`src/core/fsp_pkg.sv`:
```
// package: constants and carriers for the self-program section control
package fsp_pkg;

  localparam int ADDR_W        = 16;
  localparam int PAGE_W        = 7;
  localparam int REG_ADDR_W    = 4;

  // register offsets (port-level register file)
  localparam logic [3:0] OFS_CTRL_STATUS = 4'h0;
  localparam logic [3:0] OFS_LOCK        = 4'h1;
  localparam logic [3:0] OFS_BUSY_CNT    = 4'h2;

  // ctrl/status field positions
  localparam int BIT_BUSY_CLR  = 4;
  localparam int BIT_BUSY_FLAG = 6;

  // lock field positions: application set bits 1:0, loader set bits 3:2
  localparam int LOCK_APP_LO   = 0;
  localparam int LOCK_LDR_LO   = 2;
  localparam logic [1:0] LOCK_OPEN     = 2'h3;
  localparam logic [1:0] LOCK_NO_STORE = 2'h2;
  localparam logic [1:0] LOCK_ALL      = 2'h0;
  localparam logic [1:0] LOCK_NO_LOAD  = 2'h1;
  localparam logic [3:0] LOCK_RESET    = 4'hF;

  // programming time
  localparam int PROG_TIME_NS  = 4000;
  localparam int CLK_PERIOD_NS = 5;
  localparam int PROG_CYCLES   = (PROG_TIME_NS + CLK_PERIOD_NS - 1)
                                 / CLK_PERIOD_NS;

  typedef struct packed {
    logic              erase;
    logic [ADDR_W-1:0] addr;
  } fsp_prog_req_t;

  typedef struct packed {
    logic              valid;
    logic [ADDR_W-1:0] addr;
  } fsp_fetch_t;

endpackage : fsp_pkg

```
`src/core/fsp_section_ctrl.sv`:
```
// module: self-program section control, stall and busy flag
//
// Rules of the document for this block
// RULE_01 - store requests are taken only when fetched from the loader region
// RULE_02 - a loader-region store may target any page, loader pages included
// RULE_03 - readable-region page programming: cpu runs, halting region only read
// RULE_04 - halting-region page programming stalls the cpu the whole operation
// RULE_05 - software must not read the readable region while it programs
// RULE_06 - software should disable or relocate interrupts before programming
// RULE_07 - busy flag reads one while the readable region is blocked
// RULE_08 - software clears the busy flag after programming before reading it
// RULE_09 - the loader region always lies inside the halting region
// RULE_10 - boot-size fuses set the loader split; halting boundary is fixed
// RULE_11 - two independent lock sets: application set and loader set
// RULE_12 - lock bits set by software or programmer, cleared by chip erase
// RULE_13 - lock code 11 open, 10 no store, 00 no store/load, 01 no load
// RULE_14 - page address compared with fixed boundary parameter to pick mode
//
// The strobed register port and the register offsets were chosen for this implementation.
`timescale 1ns/10ps
`default_nettype none
module fsp_section_ctrl
#(
  parameter int                       ADDR_W       = fsp_pkg::ADDR_W,
  parameter logic [fsp_pkg::ADDR_W-1:0] HALT_BASE  = 16'hE000,
  parameter int                       PROG_CYCLES  = fsp_pkg::PROG_CYCLES
)
(
  input  wire logic                    clock,
  input  wire logic                    rst_n,
  input  wire logic [1:0]              boot_size_fuses,
  input  wire logic                    prog_req,
  input  wire fsp_pkg::fsp_prog_req_t  prog_info,
  input  wire fsp_pkg::fsp_fetch_t     fetch,
  input  wire fsp_pkg::fsp_fetch_t     pm_load,
  input  wire logic                    ext_lock_wr,
  input  wire logic [3:0]              ext_lock_data,
  input  wire logic                    chip_erase,
  input  wire logic [3:0]              reg_addr,
  input  wire logic [7:0]              reg_wdata,
  input  wire logic                    reg_wr,
  input  wire logic                    reg_rd,
  output logic [7:0]                   reg_rdata,
  output logic                         cpu_stall,
  output logic                         prog_start,
  output logic                         prog_refused,
  output logic                         fetch_allowed,
  output logic                         load_allowed,
  output logic                         prog_busy
);

  ////////////////////////////////////////////////////////////////////////////
  // region decode
  logic [ADDR_W-1:0] boot_base;
  logic              fetch_in_boot;
  logic              tgt_in_boot;
  logic              tgt_in_halt;
  logic              fetch_in_halt;
  logic              load_in_halt;
  logic              load_in_boot;

  // loader base never below the halting base, so loader stays inside it
  always_comb
  begin
    case (boot_size_fuses)                                  // RULE_10
      2'h0:    boot_base = HALT_BASE;                       // RULE_09
      2'h1:    boot_base = HALT_BASE + 16'h1000;
      2'h2:    boot_base = HALT_BASE + 16'h1800;
      default: boot_base = HALT_BASE + 16'h1C00;
    endcase
  end

  assign fetch_in_boot = fetch.valid && (fetch.addr >= boot_base); // RULE_01
  assign tgt_in_boot   = prog_info.addr >= boot_base;
  assign tgt_in_halt   = prog_info.addr >= HALT_BASE;       // RULE_14
  assign fetch_in_halt = fetch.addr >= HALT_BASE;
  assign load_in_halt  = pm_load.addr >= HALT_BASE;
  assign load_in_boot  = pm_load.addr >= boot_base;

  ////////////////////////////////////////////////////////////////////////////
  // lock sets
  logic [3:0] lock_r;
  logic [3:0] lock_nxt;
  logic       app_store_blk;
  logic       app_load_blk;
  logic       ldr_store_blk;
  logic       ldr_load_blk;

  fsp_lock_check u_app_lock
  (
    .lock_code     (lock_r[fsp_pkg::LOCK_APP_LO +: 2]),     // RULE_11
    .store_blocked (app_store_blk),
    .load_blocked  (app_load_blk)
  );

  fsp_lock_check u_ldr_lock
  (
    .lock_code     (lock_r[fsp_pkg::LOCK_LDR_LO +: 2]),     // RULE_11
    .store_blocked (ldr_store_blk),
    .load_blocked  (ldr_load_blk)
  );

  // programming only moves bits from 1 to 0; erase restores all ones
  always_comb
  begin
    lock_nxt = lock_r;
    if (reg_wr && reg_addr == fsp_pkg::OFS_LOCK)
      lock_nxt = lock_nxt & reg_wdata[3:0];                 // RULE_12
    if (ext_lock_wr)
      lock_nxt = lock_nxt & ext_lock_data;                  // RULE_12
    if (chip_erase)
      lock_nxt = fsp_pkg::LOCK_RESET;                       // RULE_12
  end

  ////////////////////////////////////////////////////////////////////////////
  // programming sequencer
  typedef enum logic [2:0]
  {
    ST_IDLE  = 3'b001,
    ST_RWW   = 3'b010,
    ST_HALT  = 3'b100
  } fsp_state_t;

  fsp_state_t  state_r;
  fsp_state_t  state_nxt;
  logic [15:0] cnt_r;
  logic [15:0] cnt_nxt;
  logic        busy_r;
  logic        busy_nxt;
  logic        stall_nxt;
  logic        start_nxt;
  logic        refuse_nxt;
  logic        fetch_ok_nxt;
  logic        load_ok_nxt;
  logic        store_lock_hit;
  logic        accept;
  logic        busy_clr;

  assign store_lock_hit = tgt_in_boot ? ldr_store_blk : app_store_blk;
  // only a fetch from the loader may start; any page is a legal target
  assign accept   = prog_req && fetch_in_boot && !store_lock_hit; // RULE_01 RULE_02
  assign busy_clr = reg_wr && reg_addr == fsp_pkg::OFS_CTRL_STATUS &&
                    reg_wdata[fsp_pkg::BIT_BUSY_CLR];

  always_comb
  begin
    state_nxt  = state_r;
    cnt_nxt    = cnt_r;
    busy_nxt   = busy_r;
    start_nxt  = 1'b0;
    refuse_nxt = 1'b0;
    case (state_r)
      ST_IDLE:
      begin
        if (prog_req && !accept)
          refuse_nxt = 1'b1;                                // RULE_01
        else if (accept)
        begin
          start_nxt = 1'b1;
          cnt_nxt   = 16'(PROG_CYCLES - 1);
          if (tgt_in_halt)
            state_nxt = ST_HALT;                            // RULE_04
          else
          begin
            state_nxt = ST_RWW;                             // RULE_03
            busy_nxt  = 1'b1;                               // RULE_07
          end
        end
        else if (busy_clr)
          busy_nxt = 1'b0;                                  // RULE_08
      end
      ST_RWW, ST_HALT:
      begin
        if (prog_req)
          refuse_nxt = 1'b1;
        if (cnt_r == 16'h0000)
          state_nxt = ST_IDLE;
        else
          cnt_nxt = cnt_r - 16'h0001;
      end
      default:
        state_nxt = ST_IDLE;
    endcase
    // region stays blocked until software clears the flag
    stall_nxt    = (state_nxt == ST_HALT);                  // RULE_04
    fetch_ok_nxt = (state_nxt == ST_IDLE && !busy_nxt) ||
                   (state_nxt != ST_HALT && fetch_in_halt); // RULE_03
    load_ok_nxt  = fetch_ok_nxt && pm_load.valid &&
                   ((state_nxt == ST_IDLE && !busy_nxt) || load_in_halt) &&
                   !(fetch_in_boot && !load_in_boot && app_load_blk) &&
                   !(!fetch_in_boot && load_in_boot && ldr_load_blk); // RULE_13
  end

  ////////////////////////////////////////////////////////////////////////////
  // registers and read port
  logic [7:0] rdata_nxt;

  always_comb
  begin
    rdata_nxt = 8'h00;
    if (reg_rd)
      case (reg_addr)
        fsp_pkg::OFS_CTRL_STATUS:
          rdata_nxt[fsp_pkg::BIT_BUSY_FLAG] = busy_r;       // RULE_07
        fsp_pkg::OFS_LOCK:
          rdata_nxt = {4'h0, lock_r};
        fsp_pkg::OFS_BUSY_CNT:
          rdata_nxt = {5'h00, state_r};
        default:
          rdata_nxt = 8'h00;
      endcase
  end

  always_ff @(posedge clock or negedge rst_n)
  begin
    if (!rst_n)
    begin
      state_r       <= ST_IDLE;
      cnt_r         <= 16'h0000;
      busy_r        <= 1'b0;
      lock_r        <= fsp_pkg::LOCK_RESET;
      reg_rdata     <= 8'h00;
      cpu_stall     <= 1'b0;
      prog_start    <= 1'b0;
      prog_refused  <= 1'b0;
      fetch_allowed <= 1'b1;
      load_allowed  <= 1'b0;
      prog_busy     <= 1'b0;
    end
    else
    begin
      state_r       <= state_nxt;
      cnt_r         <= cnt_nxt;
      busy_r        <= busy_nxt;
      lock_r        <= lock_nxt;
      reg_rdata     <= rdata_nxt;
      cpu_stall     <= stall_nxt;
      prog_start    <= start_nxt;
      prog_refused  <= refuse_nxt;
      fetch_allowed <= fetch_ok_nxt;
      load_allowed  <= load_ok_nxt;
      prog_busy     <= (state_nxt != ST_IDLE);
    end
  end

endmodule // fsp_section_ctrl
`default_nettype wire

```
`src/core/fsp_lock_check.sv`:
```
// module: one lock set decoder for one flash region
`timescale 1ns/10ps
`default_nettype none
module fsp_lock_check
(
  input  wire logic [1:0] lock_code,
  output logic            store_blocked,
  output logic            load_blocked
);
  always_comb
  begin
    store_blocked = (lock_code == fsp_pkg::LOCK_NO_STORE) ||
                    (lock_code == fsp_pkg::LOCK_ALL);       // RULE_13
    load_blocked  = (lock_code == fsp_pkg::LOCK_NO_LOAD) ||
                    (lock_code == fsp_pkg::LOCK_ALL);       // RULE_13
  end
endmodule // fsp_lock_check
`default_nettype wire

```
`config.mk`:
```
export PLATFORM = sky130hd
export DESIGN_NAME = fsp_section_ctrl
export DESIGN_NICKNAME = d
export VERILOG_FILES = /design/src/core/fsp_pkg.sv /design/src/core/fsp_section_ctrl.sv /design/src/core/fsp_lock_check.sv
export SDC_FILE = /design/constraint.sdc
export NUM_CORES = 1
export LEC_CHECK = 0
export ABC_AREA = 1
export BUFFER_PORTS_ARGS = -buffer_cell sky130_fd_sc_hd__buf_4
export CAP_MARGIN = 10
export CORE_MARGIN = 1
export CORE_UTILIZATION = 43
export CTS_BUF_LIST = sky130_fd_sc_hd__clkbuf_16
export DETAILED_ROUTE_END_ITERATION = 12
export HOLD_SLACK_MARGIN = 0.06
export PLACE_DENSITY = 0.76
export SYNTH_ARGS = -nofsm -noshare
export SYNTH_HDL_FRONTEND = slang
export SYNTH_SLANG_ARGS = --single-unit
export TNS_END_PERCENT = 5
```
`constraint.sdc`:
```
create_clock -name clock -period 1.8 [get_ports clock]
set_input_delay 0.54 -clock clock [delete_from_list [all_inputs] [get_ports clock]]
set_output_delay 0.54 -clock clock [all_outputs]
set_load 0.02 [all_outputs]
```
### Word level (Yosys, flattened, before mapping)

Cells that the tools add are included.

* register bits after elaboration: 38
* output and inout port bits: 14

* $add $sub $neg: 1
* mux-type cells: 28
* magnitude comparators: 6
* reductions and logical operators: 38
* eq/ne operators: 18
* bitwise gates (word level): 2

Operators by type and width (count)
* $ge A16 B16 Y1: 3
* $ge A16 B16 Y1 const B: 3
* $mux W16: 3
* $pmux W13 S3: 1
* $pmux W16 S2: 1
* $logic_and A1 B1 Y1: 17
* $logic_not A16 Y1: 1
* $sub A16 B1 Y16 const B: 1
* $mux W1: 12
* $mux W3: 4
* $mux W4: 3
* $and A4 B4 Y4: 2
* $pmux W4 S2: 1
* $logic_not A1 Y1: 7
* $mux W7: 1
* $eq A2 B1 Y1 const B: 3
* $eq A2 B2 Y1 const B: 3
* $eq A3 B1 Y1 const B: 2
* $eq A3 B3 Y1 const B: 2
* $logic_not A2 Y1: 3
* $logic_or A1 B1 Y1: 6
* $ne A2 B2 Y1 const B: 3
* $pmux W3 S2: 1
* $eq A4 B1 Y1 const B: 1
* 9 further kinds: 9

### Depth between registers and ports, before layout

* word-level depth: 17
* mapped depth: 16

### Modules after synthesis

From an unflattened synthesis, not the netlist that was laid out.

* cells, all modules: 267
* area, all modules: 2182.1 um2

By module, submodules not included
* fsp_section_ctrl: area an instance 2167.1 um2, cells an instance 263, sequential area each 883.3 um2, times used 1
* fsp_lock_check: area an instance 7.5 um2, cells an instance 2, sequential area each 0.0 um2, times used 2

### Worst setup path after synthesis

No wires, ideal clock.

* path kind: input-to-reg
* from: input port boot_size_fuses[1]
* to: register cnt_r[2]
* data required time: 1.676 ns
* data arrival time: 1.882 ns
* path buffers: 1
* setup slack: -0.205 ns
* stages: 15
* library setup time: 0.124 ns
* cell sequence: nor2_1 ha_1 nand2_1 nor2_1 nand2_1 nand2_1 nand2_1 nand2_2 nor2_8 nand2_4 nand2_8 buf_8 nand2_2 a21oi_1 o21ai_1

* cells in the longest elaborated chain, start to end: 10
* elaborated cells on any way between the ends: 16
* those cells by class: order compare: 2; eq/ne: 4; mux: 2; reduce/logical: 8

Ends and longest elaborated chain
* from (decl): line fsp_section_ctrl.sv:31 `input wire logic [1:0] boot_size_fuses,`
* $eq A2 B2 Y1 (tied with other cells): line fsp_section_ctrl.sv:65 `case (boot_size_fuses)`
* $pmux W13 S3 *: line fsp_section_ctrl.sv:65
* $ge A16 B16 Y1 (on tied branches): line fsp_section_ctrl.sv:74, fsp_section_ctrl.sv:73
* $mux W1 or $logic_and A1 B1 Y1 (tied branches): line fsp_section_ctrl.sv:139, fsp_section_ctrl.sv:73
* $logic_not A1 Y1 or $logic_and A1 B1 Y1 (tied branches): line fsp_section_ctrl.sv:141 `assign accept = prog_req && fetch_in_boot && !store_lock_hit;`
* $logic_and A1 B1 Y1 *: line fsp_section_ctrl.sv:141
* $logic_not A1 Y1: line fsp_section_ctrl.sv:155 `if (prog_req && !accept)`
* $logic_and A1 B1 Y1: line fsp_section_ctrl.sv:155
* $ne A2 B2 Y1 (no line)
* $reduce_and A4 Y1 (no line) *
* to (signal assigned): line fsp_section_ctrl.sv:233 `cnt_r <= cnt_nxt;`
* to (decl): line fsp_section_ctrl.sv:126 `logic [15:0] cnt_r;`

Every way passes the cells marked *; elsewhere a longest branch is shown, timed or not.
A chain may end at the register's enable or synchronous reset.

### Final worst setup path

* from: input port boot_size_fuses[1]
* to: register cnt_r[0]

Same word-level chain as after synthesis.

==> impl_metrics.json <==
{
  "wl_met1_um": 2270,
  "cts_made_buffers": 5,
  "crit_type": "input port to flip-flop",
  "drv_cap": 0,
  "die_h_um": 71.6,
  "end_kind": "flip-flop",
  "rsz0062_at_grt": "true",
  "clockBufferDepth": 2,
  "vias": 1968,
  "seq_area_frac_synth_pct": 42.4,
  "grt_max_degree": 36,
  "htree_levels": 2,
  "syn_inst": 262,
  "wl_met3_um": 172,
  "report.final.hold_viol_count": 0,
  "nets": 425,
  "drt_first_iter_violations": 125,
  "endpoint": "cnt_r[0]",
  "worst_slack_ns": -0.0913,
  "violations": "negative setup slack",
  "synthToLayoutAreaGrowth_pct": 39.0,
  "hold_path.class": "input port to async pin",
  "crit_fanout": 13,
  "power.density_nw_per_um2": 792,
  "worstPathRequired_ns": 2.00,
  "hold_buffers": 0,
  "grt_usage_pct": 21.2,
  "coreArea_um2": 4500,
  "grt_pass1_vias": 1959,
  "drc": 0,
  "clockRootBuffer": "clkbuf_16",
  "placed_cells": 387,
  "start_util_pct": 46.3,
  "finalCritPeriodShare_pct": 105,
  "arrival_ns": 2.09,
  "netlist_area_um2": 2080,
  "drive_gt1_share_pct": 35.6,
  "final.min_clock_period_ns": 1.89,
  "die_area_um2": 5130,
  "synthDistinctLibCells": 33,
  "leakagePower_nw": 1.55,
  "fin_cells": 395,
  "r2r-end": "cnt_r[0]",
  "r2r_cells": 11,
  "maxUsedRoutingLayer": "met4",
  "die_x_um": 71.6,
  "rows": 24,
  "cp-start-kind": "input port",
  "grt.overflow.total": 0,
  "drtAntennaViolNets": 0,
  "fmaxAchievable_ghz": 0.529,
  "avgSynthCellArea_um2": 7.95,
  "synth_warnings": 0,
  "fin_skew_ns": 0.00392,
  "vias_per_cell": 4.98,
  "clkLatencyLatePin_ns": 0.27,
  "cp-startpoint": "boot_size_fuses[1]",
  "dp_slack_ns": -0.373,
  "cts_setup_buffers": 0,
  "status": "complete, but fails checks",
  "ir_drop_uv": 571,
  "r2r_setup_slack_ns": 0.02,
  "cts.sinks": 35,
  "dr_wl_met2_um": 2540,
  "grt_pass1_wl_um": 8550,
  "antenna_found_initial": 0,
  "r2r-start": "cnt_r[5]",
  "wl_um": 5050,
  "wl_per_cell_um": 12.8,
  "gp_congestion": 0.872,
  "diodes": 0,
  "cts_tree": "yes",
  "dr.pass1.iters": 4,
  "synth_seq_cells": 35,
  "ioPinCount": 90,
  "drv_slew": 0,
  "numPortBuffers": 52,
  "path_clk_slew_ns": 0.05,
  "post-dp-hpwl_um": 3800,
  "setup_viol": 14
}
cells in the mapped netlist:
cell type | instances | share of area (%)
buf_4 | 3 | 1.1
nor2_2 | 2 | 0.60
buf_6 | 1 | 0.54
nand2_2 | 4 | 1.2
nand2_4 | 1 | 0.54
inv_2 | 2 | 0.36
nor2_8 | 1 | 0.96
o21ai_0 | 16 | 3.8
dfrtp_1 | 29 | 35
nor4_1 | 4 | 1.2
xor2_1 | 7 | 2.9
a22oi_2 | 1 | 0.60
buf_8 | 1 | 0.72
xnor2_1 | 1 | 0.42
nand3_1 | 14 | 3.4
nand2_8 | 1 | 0.96
a21oi_1 | 8 | 1.9
nor2_1 | 24 | 4.3
inv_4 | 2 | 0.60
o31ai_1 | 4 | 1.4
ha_1 | 7 | 4.2
nand2_1 | 54 | 9.7
inv_1 | 41 | 7.4
conb_1 | 1 | 0.18
nand3_2 | 2 | 0.96
o311a_1 | 1 | 0.48
dfstp_2 | 6 | 7.6
o31ai_2 | 1 | 0.60
nand4_1 | 5 | 1.5
o21a_1 | 1 | 0.36
nor3_1 | 11 | 2.6
o21ai_1 | 4 | 0.96
nor3_2 | 2 | 0.96
metrics by stage:
stage,hold WS [ns],cell area [um2],setup TNS (ns),utilization (%),total power [mW]
floorplan,0.244,2100,-1.01,-,1.28
detailed placement,0.491,2690,-6.24,59.6,1.47
global route,0.238,2900,-2.76,64.3,2.42
global placement,0.474,2690,-5.53,59.6,1.45
finish,0.204,2900,-0.506,64.3,2.29
CTS,0.220,2840,-0.154,63.0,2.26
cell usage in the layout, fill, tap and decap left out, types with 2 or more instances in the layout:
cell,netlist,layout
dfrtp_1,29,29
nand2_2,4,4
o21ai_0,16,15
buf_4,3,76
ha_1,7,6
inv_2,2,3
nand4_1,5,5
o31ai_2,1,5
conb_1,1,3
nand3_1,14,13
nand3_2,2,3
nor2_2,2,2
inv_4,2,2
dfstp_2,6,6
nand2_1,54,52
xor2_1,7,7
nor4_1,4,4
a21oi_1,8,6
clkbuf_16,0,5
nand2_4,1,3
inv_1,41,41
nor2_1,24,23
nor3_2,2,3
a21oi_2,0,2
nor3_1,11,10
o21ai_1,4,4
logic make-up (layout without fill, tap and decap cells):
family          count (synthesis)  after routing  synth area share, %
other cells                     1              3                0.180
buf+inv                        50            129                 10.7
compound gates                 36             36                 10.2
flops                          35             35                 42.4
xor+xnor                        8              8                 3.36
simple gates                  125            125                 28.9
fa+ha+maj                       7              7                 4.20
worst max-delay path, cell delays in order:
cell and delay, ns:
buf_4 0.12, nor2_4 0.05, buf_4 0.13, ha_1 0.26
nand2_1 0.05, nand2_1 0.09, nand3_2 0.12, nor2_8 0.16
nand2_4 0.08, nand2_8 0.13, inv_6 0.08, buf_4 0.16
a21oi_2 0.13
cell type report:
cell class                      instances  area, um2
Fill cell                             366       1610
Timing Repair Buffer                   76        571
Multi-Input combinational cell        179       1060
Clock inverter                          3       12.5
Tap cell                               52       65.1
Inverter                               45        179
Clock buffer                            5        125
Sequential cell                        35        883
per-layer routing:
metal | GRT usage [%] | up-vias
li1 | - | 1002
met1 | 27.1 | 911
met2 | 37.1 | 50
met3 | 3.23 | 5
met4 | 6.10 | 0
met5 | 0 | -
worst min-delay path by stage:
stage,end,slack (ns)
floorplan,busy_r,0.24
global placement,cnt_r[15],0.47
detailed placement,cnt_r[2],0.49
CTS,cnt_r[5],0.22
global route,cnt_r[5],0.24
finish,cnt_r[5],0.20
registers in the layout, indices dropped and copies added, names as in the netlist:
register,flops
reg_rdata,5
busy_r,1
prog_busy,1
fetch_allowed,1
prog_refused,1
cnt_r,16
state_r,3
lock_r,4
load_allowed,1
prog_start,1
cpu_stall,1
power breakdown:
part           internal (mW)  total, mW  switching [mW]
sequential             0.895      0.992          0.0968
clock                  0.499      0.794           0.295
combinational          0.222      0.508           0.286
timing repair:
item                                    CTS  global route
gates resized for setup                   4            15
endpoints found under the setup margin    7            22
pin swaps                                 1             2
Power figures use the tool's default switching activity.
